--- src/common/move_literal_params.svh ---
// Constants for the literal, store and indirect instruction group
// Assumes a 14-bit instruction word and a 16-bit linear data space
`ifndef MOVE_LITERAL_PARAMS_SVH
`define MOVE_LITERAL_PARAMS_SVH

// Opcode masks and match values
`define OPC_LOAD_BANK_MASK 14'h3FE0
`define OPC_LOAD_BANK_VAL 14'h0020
`define OPC_LOAD_PCH_MASK 14'h3F80
`define OPC_LOAD_PCH_VAL 14'h3180
`define OPC_LOAD_ACC_MASK 14'h3F00
`define OPC_LOAD_ACC_VAL 14'h3000
`define OPC_STORE_MASK 14'h3F80
`define OPC_STORE_VAL 14'h0080
`define OPC_STORE_IND_MASK 14'h3FF8
`define OPC_STORE_IND_VAL 14'h0018
`define OPC_STORE_REL_MASK 14'h3F80
`define OPC_STORE_REL_VAL 14'h3F80
`define OPC_NOP 14'h0000
`define OPC_OPTION 14'h0062
`define OPC_SOFT_RESET 14'h0001

// Operand field positions
`define FLD_BANK_MSB 4
`define FLD_PCH_MSB 6
`define FLD_ACC_MSB 7
`define FLD_FILE_MSB 6
`define FLD_MODE_MSB 1
`define FLD_PTR_SEL_IND 2
`define FLD_PTR_SEL_REL 6
`define FLD_OFFSET_MSB 5

// Core register addresses inside every bank
`define ADDR_IND_PORT0 7'h00
`define ADDR_IND_PORT1 7'h01
`define ADDR_PTR0_LO 7'h04
`define ADDR_PTR0_HI 7'h05
`define ADDR_PTR1_LO 7'h06
`define ADDR_PTR1_HI 7'h07
`define ADDR_BANK 7'h08
`define ADDR_ACC 7'h09
`define ADDR_PCH 7'h0A

// Reset values
`define RST_BANK 5'h00
`define RST_PCH 7'h00
`define RST_ACC 8'h00
`define RST_OPTION 8'hFF
`define RST_PTR 16'h0000

`endif

--- src/common/move_literal_pkg.sv ---
// Types for the literal, store and indirect instruction group
// Assumes nothing beyond the constants header
package move_literal_pkg;

  // Decoded instruction of this group
  typedef enum logic [3:0] {
    OP_OTHER,
    OP_NOP,
    OP_LOAD_BANK,
    OP_LOAD_PCH,
    OP_LOAD_ACC,
    OP_STORE,
    OP_STORE_IND,
    OP_STORE_REL,
    OP_OPTION,
    OP_SOFT_RESET
  } op_e;

  // Pointer update modes
  typedef enum logic [1:0] {
    PTR_PRE_INC,
    PTR_PRE_DEC,
    PTR_POST_INC,
    PTR_POST_DEC
  } ptr_mode_e;

endpackage

--- src/rtl/move_literal_exec.sv ---
// Execution unit for literal loads, accumulator stores and indirect stores
// Assumes one instruction word per cycle, status flags held elsewhere
//
// Behaviour
// - Bank literal loads bank_select, flags untouched
// - 7-bit literal loads program counter high latch
// - 8-bit literal loads accumulator, flags untouched
// - Accumulator stored to direct file address
// - Indirect address: ptr+1, ptr-1, ptr, ptr+k
// - Pointer keeps increment/decrement, offset leaves unchanged
// - Mode codes: 00 preinc, 01 predec, 10/11 post
// - Indirect port redirects to pointer address
// - Pointer is 16-bit and wraps around
// - Pointer updates and stores leave flags alone
// - Option register loaded from accumulator
// - Software reset resets device, clears soft_reset_flag
`timescale 1ns/1ns
`default_nettype none
`include "move_literal_params.svh"

module move_literal_exec #(
  parameter int PTR_W = 16
) (
  input wire logic CORE_CLK,
  input wire logic RST_B,
  input wire logic INSTR_VALID,
  input wire logic [13:0] INSTR_WORD,
  output logic [4:0] BANK_SELECT,
  output logic [6:0] PC_HIGH_LATCH,
  output logic [7:0] ACCUM,
  output logic [7:0] OPTION_CFG,
  output logic [PTR_W-1:0] POINTER0,
  output logic [PTR_W-1:0] POINTER1,
  output logic FILE_WR_EN,
  output logic [PTR_W-1:0] FILE_WR_ADDR,
  output logic [7:0] FILE_WR_DATA,
  output logic STATUS_WR_EN,
  output logic SOFT_RESET_FLAG_B,
  output logic DEVICE_RESET_REQ,
  output logic INSTR_DONE
);

  move_literal_pkg::op_e op;
  move_literal_pkg::ptr_mode_e mode;
  logic [PTR_W-1:0] ptr_r [2];
  logic [PTR_W-1:0] ptr_nxt [2];
  logic [PTR_W-1:0] eff_addr [2];
  logic [PTR_W-1:0] ptr_new [2];
  logic ptr_sel;
  logic by_offset;
  logic [6:0] file_addr;
  logic [PTR_W-1:0] direct_addr;
  logic [4:0] bank_r;
  logic [4:0] bank_nxt;
  logic [6:0] pch_r;
  logic [6:0] pch_nxt;
  logic [7:0] acc_r;
  logic [7:0] acc_nxt;
  logic [7:0] option_r;
  logic [7:0] option_nxt;
  logic wr_en_r;
  logic wr_en_nxt;
  logic [PTR_W-1:0] wr_addr_r;
  logic [PTR_W-1:0] wr_addr_nxt;
  logic [7:0] wr_data_r;
  logic [7:0] wr_data_nxt;
  logic soft_flag_b_r;
  logic soft_flag_b_nxt;
  logic rst_req_r;
  logic rst_req_nxt;
  logic done_r;
  logic done_nxt;

  instr_decode u_decode (
    .instr(INSTR_WORD),
    .op(op)
  );

  // Operand fields of the indirect and direct store forms
  assign by_offset = (op == move_literal_pkg::OP_STORE_REL);
  assign ptr_sel = by_offset ? INSTR_WORD[`FLD_PTR_SEL_REL] : INSTR_WORD[`FLD_PTR_SEL_IND];
  assign mode = move_literal_pkg::ptr_mode_e'(INSTR_WORD[`FLD_MODE_MSB:0]);
  assign file_addr = INSTR_WORD[`FLD_FILE_MSB:0];
  // Banked linear address of a direct access
  assign direct_addr = PTR_W'({bank_r, file_addr});

  // One address calculator per indirect pointer
  genvar gi;
  generate
    for (gi = 0; gi < 2; gi++) begin : g_ptr
      ptr_calc #(
        .PTR_W(PTR_W)
      ) u_ptr_calc (
        .ptr(ptr_r[gi]),
        .by_offset(by_offset),
        .mode(mode),
        .offset(INSTR_WORD[`FLD_OFFSET_MSB:0]),
        .eff_addr(eff_addr[gi]),
        .ptr_new(ptr_new[gi])
      );
    end
  endgenerate

  // Next state of the core registers and the write port
  always_comb begin
    bank_nxt = bank_r;
    pch_nxt = pch_r;
    acc_nxt = acc_r;
    option_nxt = option_r;
    ptr_nxt[0] = ptr_r[0];
    ptr_nxt[1] = ptr_r[1];
    wr_en_nxt = 1'b0;
    wr_addr_nxt = wr_addr_r;
    wr_data_nxt = wr_data_r;
    soft_flag_b_nxt = soft_flag_b_r;
    rst_req_nxt = 1'b0;
    done_nxt = 1'b0;
    if (INSTR_VALID) begin
      done_nxt = (op != move_literal_pkg::OP_OTHER);
      unique case (op)
        move_literal_pkg::OP_LOAD_BANK: begin
          bank_nxt = INSTR_WORD[`FLD_BANK_MSB:0];
        end
        move_literal_pkg::OP_LOAD_PCH: begin
          pch_nxt = INSTR_WORD[`FLD_PCH_MSB:0];
        end
        move_literal_pkg::OP_LOAD_ACC: begin
          acc_nxt = INSTR_WORD[`FLD_ACC_MSB:0];
        end
        move_literal_pkg::OP_STORE: begin
          wr_en_nxt = 1'b1;
          wr_data_nxt = acc_r;
          wr_addr_nxt = direct_addr;
          if (file_addr == `ADDR_IND_PORT0) begin
            wr_addr_nxt = ptr_r[0];
          end else if (file_addr == `ADDR_IND_PORT1) begin
            wr_addr_nxt = ptr_r[1];
          end
          // Keep local copies of core registers coherent
          unique case (file_addr)
            `ADDR_PTR0_LO: ptr_nxt[0][7:0] = acc_r;
            `ADDR_PTR0_HI: ptr_nxt[0][PTR_W-1:8] = acc_r;
            `ADDR_PTR1_LO: ptr_nxt[1][7:0] = acc_r;
            `ADDR_PTR1_HI: ptr_nxt[1][PTR_W-1:8] = acc_r;
            `ADDR_BANK: bank_nxt = acc_r[4:0];
            `ADDR_ACC: acc_nxt = acc_r;
            `ADDR_PCH: pch_nxt = acc_r[6:0];
            default: begin
            end
          endcase
        end
        move_literal_pkg::OP_STORE_IND, move_literal_pkg::OP_STORE_REL: begin
          wr_en_nxt = 1'b1;
          wr_data_nxt = acc_r;
          wr_addr_nxt = eff_addr[ptr_sel];
          ptr_nxt[ptr_sel] = ptr_new[ptr_sel];
        end
        move_literal_pkg::OP_OPTION: begin
          option_nxt = acc_r;
        end
        move_literal_pkg::OP_SOFT_RESET: begin
          soft_flag_b_nxt = 1'b0;
          rst_req_nxt = 1'b1;
          bank_nxt = `RST_BANK;
          pch_nxt = `RST_PCH;
          acc_nxt = `RST_ACC;
          option_nxt = `RST_OPTION;
          ptr_nxt[0] = `RST_PTR;
          ptr_nxt[1] = `RST_PTR;
        end
        move_literal_pkg::OP_NOP, move_literal_pkg::OP_OTHER: begin
        end
      endcase
    end
  end

  // Register stage; a software reset clears the soft reset flag, only RST_B sets it again
  always_ff @(posedge CORE_CLK) begin
    if (!RST_B) begin
      bank_r <= `RST_BANK;
      pch_r <= `RST_PCH;
      acc_r <= `RST_ACC;
      option_r <= `RST_OPTION;
      ptr_r[0] <= `RST_PTR;
      ptr_r[1] <= `RST_PTR;
      wr_en_r <= 1'b0;
      wr_addr_r <= '0;
      wr_data_r <= 8'h00;
      soft_flag_b_r <= 1'b1;
      rst_req_r <= 1'b0;
      done_r <= 1'b0;
    end else begin
      bank_r <= bank_nxt;
      pch_r <= pch_nxt;
      acc_r <= acc_nxt;
      option_r <= option_nxt;
      ptr_r[0] <= ptr_nxt[0];
      ptr_r[1] <= ptr_nxt[1];
      wr_en_r <= wr_en_nxt;
      wr_addr_r <= wr_addr_nxt;
      wr_data_r <= wr_data_nxt;
      soft_flag_b_r <= soft_flag_b_nxt;
      rst_req_r <= rst_req_nxt;
      done_r <= done_nxt;
    end
  end

  // Outputs straight from flip-flops
  assign BANK_SELECT = bank_r;
  assign PC_HIGH_LATCH = pch_r;
  assign ACCUM = acc_r;
  assign OPTION_CFG = option_r;
  assign POINTER0 = ptr_r[0];
  assign POINTER1 = ptr_r[1];
  assign FILE_WR_EN = wr_en_r;
  assign FILE_WR_ADDR = wr_addr_r;
  assign FILE_WR_DATA = wr_data_r;
  // No status write from this group
  assign STATUS_WR_EN = 1'b0;
  assign SOFT_RESET_FLAG_B = soft_flag_b_r;
  assign DEVICE_RESET_REQ = rst_req_r;
  assign INSTR_DONE = done_r;

endmodule // move_literal_exec
`default_nettype wire

--- src/rtl/instr_decode.sv ---
// Combinational decoder for the literal, store and indirect group
// Assumes a 14-bit instruction word presented by the fetch stage
`timescale 1ns/1ns
`default_nettype none
`include "move_literal_params.svh"

module instr_decode (
  input wire logic [13:0] instr,
  output var move_literal_pkg::op_e op
);

  // Match each opcode pattern; anything else belongs elsewhere
  always_comb begin
    if (instr == `OPC_NOP) begin
      op = move_literal_pkg::OP_NOP;
    end else if (instr == `OPC_SOFT_RESET) begin
      op = move_literal_pkg::OP_SOFT_RESET;
    end else if (instr == `OPC_OPTION) begin
      op = move_literal_pkg::OP_OPTION;
    end else if ((instr & `OPC_STORE_IND_MASK) == `OPC_STORE_IND_VAL) begin
      op = move_literal_pkg::OP_STORE_IND;
    end else if ((instr & `OPC_LOAD_BANK_MASK) == `OPC_LOAD_BANK_VAL) begin
      op = move_literal_pkg::OP_LOAD_BANK;
    end else if ((instr & `OPC_STORE_MASK) == `OPC_STORE_VAL) begin
      op = move_literal_pkg::OP_STORE;
    end else if ((instr & `OPC_STORE_REL_MASK) == `OPC_STORE_REL_VAL) begin
      op = move_literal_pkg::OP_STORE_REL;
    end else if ((instr & `OPC_LOAD_PCH_MASK) == `OPC_LOAD_PCH_VAL) begin
      op = move_literal_pkg::OP_LOAD_PCH;
    end else if ((instr & `OPC_LOAD_ACC_MASK) == `OPC_LOAD_ACC_VAL) begin
      op = move_literal_pkg::OP_LOAD_ACC;
    end else begin
      op = move_literal_pkg::OP_OTHER;
    end
  end

endmodule // instr_decode
`default_nettype wire

--- src/rtl/ptr_calc.sv ---
// Effective address and updated value of one indirect pointer
// Assumes the caller decides whether the pointer is selected
`timescale 1ns/1ns
`default_nettype none

module ptr_calc #(
  parameter int PTR_W = 16
) (
  input wire logic [PTR_W-1:0] ptr,
  input wire logic by_offset,
  input wire move_literal_pkg::ptr_mode_e mode,
  input wire logic [5:0] offset,
  output logic [PTR_W-1:0] eff_addr,
  output logic [PTR_W-1:0] ptr_new
);

  logic [PTR_W-1:0] plus_one;
  logic [PTR_W-1:0] minus_one;
  logic [PTR_W-1:0] offset_ext;

  assign plus_one = ptr + PTR_W'(1);
  assign minus_one = ptr - PTR_W'(1);
  assign offset_ext = {{(PTR_W-6){offset[5]}}, offset};

  always_comb begin
    if (by_offset) begin
      eff_addr = ptr + offset_ext;
      ptr_new = ptr;
    end else begin
      unique case (mode)
        move_literal_pkg::PTR_PRE_INC: begin
          eff_addr = plus_one;
          ptr_new = plus_one;
        end
        move_literal_pkg::PTR_PRE_DEC: begin
          eff_addr = minus_one;
          ptr_new = minus_one;
        end
        move_literal_pkg::PTR_POST_INC: begin
          eff_addr = ptr;
          ptr_new = plus_one;
        end
        move_literal_pkg::PTR_POST_DEC: begin
          eff_addr = ptr;
          ptr_new = minus_one;
        end
      endcase
    end
  end

endmodule // ptr_calc
`default_nettype wire

--- config.mk ---
export PLATFORM = sky130hd
export DESIGN_NAME = move_literal_exec
export DESIGN_NICKNAME = d
export VERILOG_FILES = /design/src/common/move_literal_pkg.sv /design/src/rtl/move_literal_exec.sv /design/src/rtl/instr_decode.sv /design/src/rtl/ptr_calc.sv
export VERILOG_INCLUDE_DIRS = /design/src /design/src/common
export SDC_FILE = /design/constraint.sdc
export NUM_CORES = 1
export LEC_CHECK = 0
export BUFFER_PORTS_ARGS = -buffer_cell sky130_fd_sc_hd__buf_2
export CAP_MARGIN = 20
export CORE_ASPECT_RATIO = 1.75
export CORE_MARGIN = 4
export CORE_UTILIZATION = 38
export DETAILED_ROUTE_END_ITERATION = 6
export PLACE_DENSITY_LB_ADDON = 0.12
export SETUP_SLACK_MARGIN = 0.05
export SLEW_MARGIN = 20
export SYNTH_ARGS = -nofsm -noshare
export SYNTH_HDL_FRONTEND = slang
export SYNTH_SLANG_ARGS = --single-unit
--- constraint.sdc ---
create_clock -name CORE_CLK -period 3.3 [get_ports CORE_CLK]
set_input_delay 0.165 -clock CORE_CLK [delete_from_list [all_inputs] [get_ports CORE_CLK]]
set_output_delay 0.165 -clock CORE_CLK [all_outputs]
set_load 0.03 [all_outputs]
==> results of run 1 <==
-- sequential cells by signal, summed over array words and instances (netlist names) --
| register | count |
|---|---|
| FILE_WR_EN | 1 |
| ACCUM | 8 |
| SOFT_RESET_FLAG_B | 1 |
| OPTION_CFG | 8 |
| FILE_WR_DATA | 8 |
| BANK_SELECT | 5 |
| PC_HIGH_LATCH | 7 |
| DEVICE_RESET_REQ | 1 |
| INSTR_DONE | 1 |
| FILE_WR_ADDR | 16 |
| ptr_r | 32 |
-- repair_timing --
action	CTS	global route
hold buffers	0	0
gates resized for setup	0	2
endpoints found under the setup margin	0	2
-- power groups by stage --
stage | Combinational, mW | Clock [mW] | Sequential [mW]
6_report | 0.348 | 1.09 | 1.06
5_1_grt | 0.376 | 1.14 | 1.06
4_1_cts | 0.343 | 1.11 | 1.06
3_5_place_dp | 0.342 | 0 | 1.09
3_3_place_gp | 0.341 | 0 | 1.09
2_1_floorplan | 0.217 | 0 | 1.09
-- synth_stat cells, types with 6 or more instances --
master and count:
ha_1 34, nor4_1 7, a211oi_1 17, nand2_1 97, nor2b_1 7, a221oi_1 7
o21ai_0 67, nand3_1 32, a21o_1 13, o21ai_1 10, and4_1 6, nor3_1 37
dfxtp_1 88, xnor2_1 31, clkbuf_1 51, buf_2 14, a22oi_1 11, nand4_1 11
or3_1 15, mux2i_1 28, o211ai_1 7, a311oi_1 6, o31a_1 11, o22ai_1 17
inv_1 28, nor2_1 119, a21oi_1 93, o21a_1 8, a31oi_1 7, and3_1 12
nand2b_1 11, xor2_1 26
-- kinds of logic (layout without fill, tap and decap cells) --
logic type	Yosys count	in the layout	synth area share, %
simple gates	389	389	25.2
fa+ha+maj	36	36	6.12
other cells	1	2	0.0493
mux	30	30	4.13
flops	88	88	23.2
buf+inv	102	213	5.61
compound gates	335	335	29.2
xor+xnor	57	57	6.57
-- final timing paths --
path                     startpoint           endpoint  slack, ns  depth (start not counted)
setup / recovery       ptr_r[0][16]   FILE_WR_ADDR[14]       0.32                         11
setup reg to reg       ptr_r[0][16]   FILE_WR_ADDR[14]       0.32                         11
hold / removal                RST_B      OPTION_CFG[5]       0.21                          2
hold reg to reg   SOFT_RESET_FLAG_B  SOFT_RESET_FLAG_B       0.45                          2
-- stage by stage --
stage	hold WS (ns)	instances
2_1_floorplan	0.492	1038
3_3_place_gp	0.434	1378
3_5_place_dp	0.449	1378
4_1_cts	0.196	1394
5_1_grt	0.233	1394
6_report	0.210	1395
-- worst max-delay path: cells and delay by family, from the launching register on --
family | cells | cell delay, ns
AOI/OAI and AO/OA | 7 | 1.72
adders and majority gates | 2 | 0.58
buffers and inverters | 1 | 0.06
DFF | 1 | 0.36
and+or+nand+nor | 1 | 0.18
-- layout make-up --
cell class                      instances  area, sq um
Clock inverter                          6         72.6
Fill cell                            2135        10800
Timing Repair Buffer                  168         1030
Antenna cell                            1         2.50
Inverter                               29          109
Tap cell                              245          307
Multi-Input combinational cell        848         5430
Clock buffer                           10          229
Sequential cell                        88         1760
-- routing by layer --
layer,wire [um],vias up,global-route usage [%]
met5,0,-,0
li1,-,4024,-
met1,11900,4028,32.3
met2,16900,406,51.7
met4,2330,0,19.0
met3,1890,146,4.25
==> run_results.csv, run 1 <==
group,metric,value,unit
synth,synth_top_area_cell,"dfxtp_1",
clock_network,cts-htree-levels,3,
clock_network,numClockSinks,88,
grt,grt_use_total,29.5,%
clock_network,clkSlewWorstSetupHoldPaths,0.08,ns
synth,ys_types,89,
final_layout,final_common_cell,"nor2_1",
synth,yosysWarnings,0,
clock_network,root_buffer,"clkbuf_16",
grt,grt_max_degree,38,
pwr,vdd_drop_max,0.312,mV
synth,synth_edf_count,0,
synth,seq_area_frac_synth,23.2,%
critical_path,cpMostUsedCell,"a21oi_1",
sta,rsz0062_at_grt,"no",
synth,synth-seq-cells,88,
clock_network,cts_buffer_depth,2,
placement,dp_slack,0.198,ns
critical_path,cp_max_fo,3,
synth,syn_inst,1038,
sta,fin_crit_sh,90.3,%
synth,synth_nets,1091,
synth,netlist_top_cells_area,"dfxtp_1, a21oi_1, nor2_1",
grt,antenna_found_initial,0,
critical_path,cp_data_required_time,3.59,ns
die,ios,106,
critical_path,cp-end-kind,"flip-flop",
pwr,powerDensity,281,nW/um^2
critical_path,cp.arrival,3.27,ns
critical_path,slowest_delay,0.45,ns
clock_network,post_cts_buffers,0,
clock_network,numCtsBuffers,9,
sta,final.setup_skew,0.0158,ns
critical_path,cpMaxStageDelayCell,"a2111oi_2",
synth,synth_top_area_share,23.2,%
detailed_routing,drcViolationCount,0,
sta,setup_viol,0,
grt,grt-ovfl-total,0,
pwr,combPwrFrac,13.9,%
die,row_count,68,
detailed_routing,drtIter0Drc,704,
synth,avgSynthCellArea,7.32,sq um
detailed_routing,finalWirelength,33100,um
synth,ys.flop_type,"dfxtp_1",
detailed_routing,antenna_left,0,
clock_network,clock_latency,0.37,ns
min_path,min_path_type,"in2reg",
critical_path,crit_chain,"ha_1 > inv_1 > fa_1 > nand2b_1 > a21oi_1 > o31ai_2 > a2111oi_2 > o211ai_1 > a211o_1 > a41o_1 > a21oi_1",
final_layout,mostFrequentLayoutCells,"nor2_1, buf_2, nand2_1",
final_layout,drive_gt1_share,18.8,%
pwr,leakage,3.85,nW
sta,fin_crit,2.98,ns
detailed_routing,wire_per_inst,23.7,um
sta,worstMarginPinSlew,0.945,ns
placement,numPortBuffers,104,
final_layout,syn_to_final_growth,17.5,%
die,die_w,115,um
final_layout,nets,1197,
synth,netlist_area,7600,sq um
sta,setup_slack,0.322,ns
detailed_routing,viasPerCell,6.17,
sta,slew_headroom,37.0,%
final_layout,stdcell_area,8930,sq um
sta,clock.fmax,336,MHz
pwr,p_clk_share,43.7,%
pwr,p_int,1.78,mW
outcome,status,"finished, final reports clean",
pwr,pwr-share-seq,42.5,%
sta,hold_viol_final,0,
critical_path,startpoint_type,"flip-flop",
synth,async_reset_ff_share,0,%
detailed_routing,dr.pass1.iters,6,
die,die-area,22400,sq um
sta,fin_setup_tns,0,ns
grt,grt_pass1_vias,8713,
die,start_util,38.5,%
critical_path,path_class,"reg2reg",
clock_network,cts_tree,"done",
pwr,switching_power,0.726,mW
grt,grt_pass1_wl,50400,um
placement,place_hpwl,25400,um
sta,slew_viol_final,0,
detailed_routing,vias,8604,
die,die_h,195,um
pwr,fin_total_pwr,2.51,mW
pwr,swShare,29.0,%
placement,gp_congestion,1.01,
die,core_area,19700,sq um
job,maxCapViolations,0,
placement,dpl-instance-area,8620,sq um
final_layout,fin_util,45.3,%
Power figures use the tool's default switching activity.
==> run 2: changes to the inputs <==
- CORE_UTILIZATION: 38 -> 40
==> run 2 against run 1 <==
  * The flow now finishes with violations (design-rule violations)
  * Global-route usage grew 0.70 points
  * Critical path depth shrank 1
  * Design area shrank 1.4%
  * Combinational power is essentially flat
  * Utilization grew 1.9 points
  * Via count grew 1.1%
  * Final cell count shrank 1.1%
  * Flip-flop and latch count is the same
  * Clock power shrank 8%
  * Maximum frequency shrank 4.1%
  * Worst hold slack lost 0.039 ns
  * Critical endpoint is now FILE_WR_ADDR[12]
  * Largest cell class unchanged
==> run_results.csv, run 2 (same netlist as run 1, synthesis figures left out) <==
group,metric,value,unit
outcome,status,"complete, but fails checks",
outcome,violations,"design-rule violations",
sta,worstMarginPinSlew,1.07,ns
final_layout,fin_util,47.2,%
critical_path,cp-end-kind,"flip-flop",
sta,slew_headroom,28.9,%
sta,final.setup_skew,0.0143,ns
final_layout,final_common_cell,"nor2_1",
pwr,leakage,3.79,nW
final_layout,regMostFlops,"ptr_r",
grt,grt_pass1_wl,49500,um
sta,clock.fmax,322,MHz
sta,slew_viol_final,0,
grt,grt-ovfl-total,0,
placement,numPortBuffers,104,
sta,fin_setup_tns,0,ns
placement,dpl-instance-area,8530,sq um
placement,gp_congestion,1.00,
pwr,powerDensity,274,nW/um^2
die,row_count,66,
clock_network,root_buffer,"clkbuf_16",
grt,grt_max_degree,36,
die,ios,106,
clock_network,clock_latency,0.36,ns
clock_network,ctsResizeCount,0,
detailed_routing,viasPerCell,6.31,
detailed_routing,dr.pass1.iters,7,
die,die_h,190,um
pwr,p_clk_share,41.5,%
pwr,combPwrFrac,14.3,%
detailed_routing,drcViolationCount,4,
sta,rsz0062_at_grt,"no",
die,die_w,112,um
critical_path,cp.arrival,3.38,ns
pwr,pwr-share-seq,44.2,%
pwr,p_int,1.69,mW
clock_network,cts_tree,"done",
grt,antenna_found_initial,0,
sta,fin_crit,3.11,ns
final_layout,mostFrequentLayoutCells,"nor2_1, buf_2, nand2_1",
clock_network,cts-htree-levels,3,
grt,grt_use_total,30.2,%
detailed_routing,vias,8702,
detailed_routing,wire_per_inst,24.1,um
die,core_area,18700,sq um
critical_path,path_class,"reg2reg",
die,start_util,40.7,%
detailed_routing,antenna_left,0,
grt,busiest_layer,"met2",
job,maxCapViolations,0,
clock_network,cts_hold_buffers,0,
final_layout,regArea,1760,sq um
final_layout,fill_cells,1995,
grt,grt_use_met3,3.52,%
sta,fin_crit_sh,94.1,%
grt,grt_pass1_vias,8532,
final_layout,nets,1189,
detailed_routing,drtIter0Drc,798,
detailed_routing,finalWirelength,33300,um
sta,setup_viol,0,
clock_network,numClockSinks,88,
critical_path,cp_data_required_time,3.57,ns
clock_network,cts_buffer_depth,2,
pwr,vdd_drop_max,0.389,mV
min_path,min_path_type,"in2reg",
sta,hold_viol_final,0,
final_layout,largest_reg_flops,32,
die,die-area,21400,sq um
critical_path,startpoint_type,"flip-flop",
placement,place_hpwl,25100,um
critical_path,cp_max_fo,11,
final_layout,multi_input_area,5420,sq um
clock_network,post_cts_buffers,0,
final_layout,drive_gt1_share,18.1,%
final_layout,stdcell_area,8810,sq um
critical_path,cpMaxStageDelayCell,"dfxtp_1",
clock_network,numCtsBuffers,9,
grt,met2_usage,53.7,%
clock_network,clkSlewWorstSetupHoldPaths,0.07,ns
grt,grt_use_met1,33.2,%
pwr,swShare,29.7,%
critical_path,crit_chain,"ha_1 > o21ai_0 > a21oi_1 > o31ai_1 > a2111oi_2 > buf_4 > o41ai_1 > xnor2_1 > nand2_1 > a211oi_1",
final_layout,syn_to_final_growth,15.9,%
critical_path,slowest_delay,0.65,ns
pwr,switching_power,0.717,mW
run 2: changes by cell type in the layout (fill, tap and decap cells not counted), sizes merged:
cell | previous run | this run
inv | 32 | 28
clkinv | 1 | 5
clkinvlp | 1 | 2
bufinv | 1 | 0
buf | 168 | 160
run 2: layer usage:
layer / vias up / wire length [um]
met2: 427 / 16400
li1: 4016 / -
met5: - / 0
met1: 4126 / 12200
met4: 0 / 2560
met3: 133 / 2100
run 2: path summary, 6_finish.rpt:
kind              startpoint          endpoint  slack (ns)  cells after the start
max             ptr_r[0][19]  FILE_WR_ADDR[12]        0.19                     10
min                    RST_B  FILE_WR_ADDR[10]        0.17                      3
min reg2reg  FILE_WR_DATA[3]   FILE_WR_DATA[3]        0.46                      2
max reg2reg     ptr_r[0][19]  FILE_WR_ADDR[12]        0.19                     10
run 2: cell type report:
type | instances | share of cell area (%)
tap | 238 | 3.38
clock buffer | 10 | 2.60
timing repair buffer | 160 | 10.7
clock inverter | 6 | 0.525
multi-input combinational | 848 | 61.5
antenna | 1 | 0.0284
sequential | 88 | 20.0
inverter | 29 | 1.24
run 2: power by group through the flow:
stage          clock network (mW)  registers (mW)  logic, mW
2_1_floorplan                   0            1.09      0.217
3_5_place_dp                    0            1.09      0.338
4_1_cts                      1.01            1.06      0.340
5_1_grt                      1.05            1.06      0.370
3_3_place_gp                    0            1.09      0.337
6_report                     1.00            1.06      0.346
run 2: worst max-delay path, delay by kind of cell (launching register included):
family	cells	cell delay, ns
AOI/OAI and AO/OA	6	1.55
and+or+nand+nor	1	0.06
DFF	1	0.65
adders and majority gates	1	0.39
xor gates and xnor gates	1	0.16
buffers and inverters	1	0.20
run 2: per-stage QoR:
step                      power (mW)  hold WS [ns]  setup WS [ns]  cells
after detailed placement        1.43         0.448          0.196   1363
final                           2.41         0.171          0.194   1380
after floorplan                 1.31         0.492          0.254   1038
after global placement          1.43         0.441          0.263   1363
after CTS                       2.41         0.170          0.181   1379
after global routing            2.48         0.176         0.0878   1379
==> run 3: changes to the inputs <==
- SYNTH_HIERARCHICAL: unset -> 1
==> run 3 against run 2 <==
  * The flow now finishes without violations
  * Worst hold slack improved by 0.033 ns
  * Critical path depth rose by 1
  * Sequential share of layout area fell by 2.4 points
  * Sequential power barely moved
  * Combinational power rose by 12%
  * Power rose by 5.4%
  * Synthesized area rose by 13%
  * Flip-flop and latch count did not move
  * Synthesized cell count rose by 8.4%
  * Die area rose by 12%
  * Wire length rose by 5.9%
  * Critical path type unchanged
==> run_results.csv, run 3 <==
group,metric,value,unit
outcome,status,"finished, final reports clean",
final_layout,nets,1280,
final_layout,drive_gt1_share,21.2,%
die,die-area,23900,sq um
sta,setup_viol,0,
placement,gp_congestion,0.933,
detailed_routing,vias,9395,
clock_network,root_buffer,"clkbuf_16",
clock_network,cts_buffer_depth,2,
final_layout,antenna_cells,0,
clock_network,cts_tree,"done",
sta,worstMarginPinSlew,0.862,ns
detailed_routing,viasPerCell,6.33,
clock_network,ctsResizeCount,0,
sta,slew_headroom,42.5,%
sta,fin_crit,3.05,ns
critical_path,startpoint_type,"flip-flop",
synth,synthTopCellsByCount,"a21oi_1, nor2_1, nor3_1, dfxtp_1, nand2_1",
clock_network,numClockSinks,88,
job,maxCapViolations,0,
grt,antenna_found_initial,0,
sta,final.setup_skew,0.0132,ns
critical_path,path_class,"reg2reg",
clock_network,clkSlewWorstSetupHoldPaths,0.08,ns
final_layout,mostFrequentLayoutCells,"a21oi_1, buf_2, nor2_1",
synth,synth_edf_count,0,
synth,synth_top_area_share,20.6,%
pwr,powerDensity,254,nW/um^2
placement,place_hpwl,26700,um
detailed_routing,antenna_left,0,
critical_path,cp.arrival,3.36,ns
pwr,vdd_drop_max,0.359,mV
final_layout,largest_reg_flops,32,
die,start_util,40.8,%
sta,slew_viol_final,0,
sta,hold_viol_final,0,
critical_path,cp-end-kind,"flip-flop",
final_layout,regMostFlops,"ptr_r",
placement,numPortBuffers,104,
grt,grt_pass1_vias,9295,
grt,grt_max_degree,62,
synth,avgSynthCellArea,7.62,sq um
detailed_routing,finalWirelength,35200,um
die,die_h,202,um
clock_network,numCtsBuffers,9,
die,row_count,70,
final_layout,fin_util,47.5,%
clock_network,cts_hold_buffers,0,
sta,clock.fmax,328,MHz
clock_network,post_cts_buffers,0,
sta,fin_crit_sh,92.5,%
synth,async_reset_ff_share,0,%
synth,syn_inst,1125,
sta,fin_setup_tns,0,ns
synth,synth_nets,1178,
clock_network,clock_latency,0.37,ns
synth,seq_area_frac_synth,20.6,%
synth,yosysMostFrequentCell,"a21oi_1",
synth,netlist_area,8570,sq um
synth,ys_types,89,
synth,yosysWarnings,6,
grt,grt-ovfl-total,0,
synth,netlist_top_cells_area,"dfxtp_1, a21oi_1, nor3_1",
die,core_area,21000,sq um
detailed_routing,drcViolationCount,0,
synth,ys.flop_type,"dfxtp_1",
critical_path,cp_data_required_time,3.60,ns
pwr,leakage,4.26,nW
final_layout,final_common_cell,"a21oi_1",
min_path,min_path_type,"in2reg",
grt,grt_use_total,28.9,%
detailed_routing,dr.pass1.iters,5,
sta,rsz0062_at_grt,"no",
die,die_w,119,um
synth,synth_top_area_cell,"dfxtp_1",
synth,synth-seq-cells,88,
critical_path,cp_max_fo,7,
final_layout,syn_to_final_growth,16.5,%
die,ios,106,
detailed_routing,drtIter0Drc,654,
clock_network,cts-htree-levels,3,
grt,grt_pass1_wl,54200,um
detailed_routing,wire_per_inst,23.7,um
[run 3: cell count changes in the layout (fill, tap and decap cells not counted), moves of 9 or more]
cell | previous run | this run
buf_4 | 56 | 70
o41ai_2 | 1 | 20
nand2_1 | 97 | 78
o211ai_1 | 7 | 47
nor3_1 | 37 | 96
a211oi_1 | 17 | 5
o31a_1 | 11 | 1
o22ai_1 | 17 | 2
mux2_2 | 1 | 12
xor2_1 | 26 | 41
o21ai_0 | 67 | 43
a21oi_1 | 93 | 107
inv_1 | 28 | 19
nor2_1 | 119 | 97
[run 3: per-stage QoR]
stage / worst slack [ns] / instances / cell area (sq um) / hold slack [ns] / power (mW)
2_1_floorplan: 0.155 / 1125 / 8570 / 0.379 / 1.33
3_3_place_gp: 0.131 / 1468 / 9690 / 0.431 / 1.47
3_5_place_dp: 0.113 / 1468 / 9690 / 0.435 / 1.47
4_1_cts: 0.128 / 1484 / 9980 / 0.198 / 2.55
5_1_grt: 0.118 / 1484 / 9980 / 0.204 / 2.62
6_report: 0.247 / 1484 / 9980 / 0.204 / 2.54
[run 3: kinds of logic (layout without fill, tap and decap cells)]
family                   Yosys count  in the layout  synth area share [%]
AO/OA/AOI/OAI                    331            331                  27.8
XOR/XNOR                          77             77                  7.87
adder cells (fa/ha/maj)           36             36                  5.43
buffers and inverters            110            217                  5.43
flip-flops                        88             88                  20.6
multiplexers                      45             45                  5.43
other                              1              1                0.0437
AND/OR/NAND/NOR                  437            437                  27.4
[run 3: cell type report]
class / count / area, sq um
flip-flops and latches: 88 / 1760
multi-input cells: 927 / 6380
clock buffers: 10 / 229
well taps: 252 / 315
fillers: 2134 / 11000
clock inverters: 6 / 68.8
repair buffers: 179 / 1150
inverters: 22 / 82.6
[run 3: power breakdown]
| part | internal [mW] | switching [mW] |
|---|---|---|
| sequential | 1.06 | 0.00309 |
| combinational | 0.135 | 0.255 |
| clock | 0.591 | 0.494 |
| total | 1.79 | 0.752 |
[run 3: worst paths after layout]
path,start,to,slack (ns),cells after the start
setup / recovery,ptr_r[0][10],FILE_WR_ADDR[13],0.25,11
hold / removal,INSTR_VALID,INSTR_DONE,0.20,3
setup reg to reg,ptr_r[0][10],FILE_WR_ADDR[13],0.25,11
hold reg to reg,SOFT_RESET_FLAG_B,SOFT_RESET_FLAG_B,0.44,2
[run 3: critical path, cell delays in order, from the launching register on]
cell and delay (ns):
dfxtp_1 0.58, ha_1 0.38, a21oi_1 0.26, nand2_1 0.11, o311ai_1 0.50, buf_4 0.21, o21ai_0 0.09, xnor2_1 0.15
a21oi_1 0.26, nand2_1 0.08, mux2_2 0.26, a21oi_1 0.11
[run 3: per-layer routing]
metal	part of all wire (%)	wire (um)	vias to the layer above	global-route usage [%]
met3	5.4	1910	135	3.91
met5	0	0	-	0
met4	8.0	2830	0	20.3
met1	37	13100	4452	31.8
met2	49	17400	409	50.6
li1	-	-	4399	-
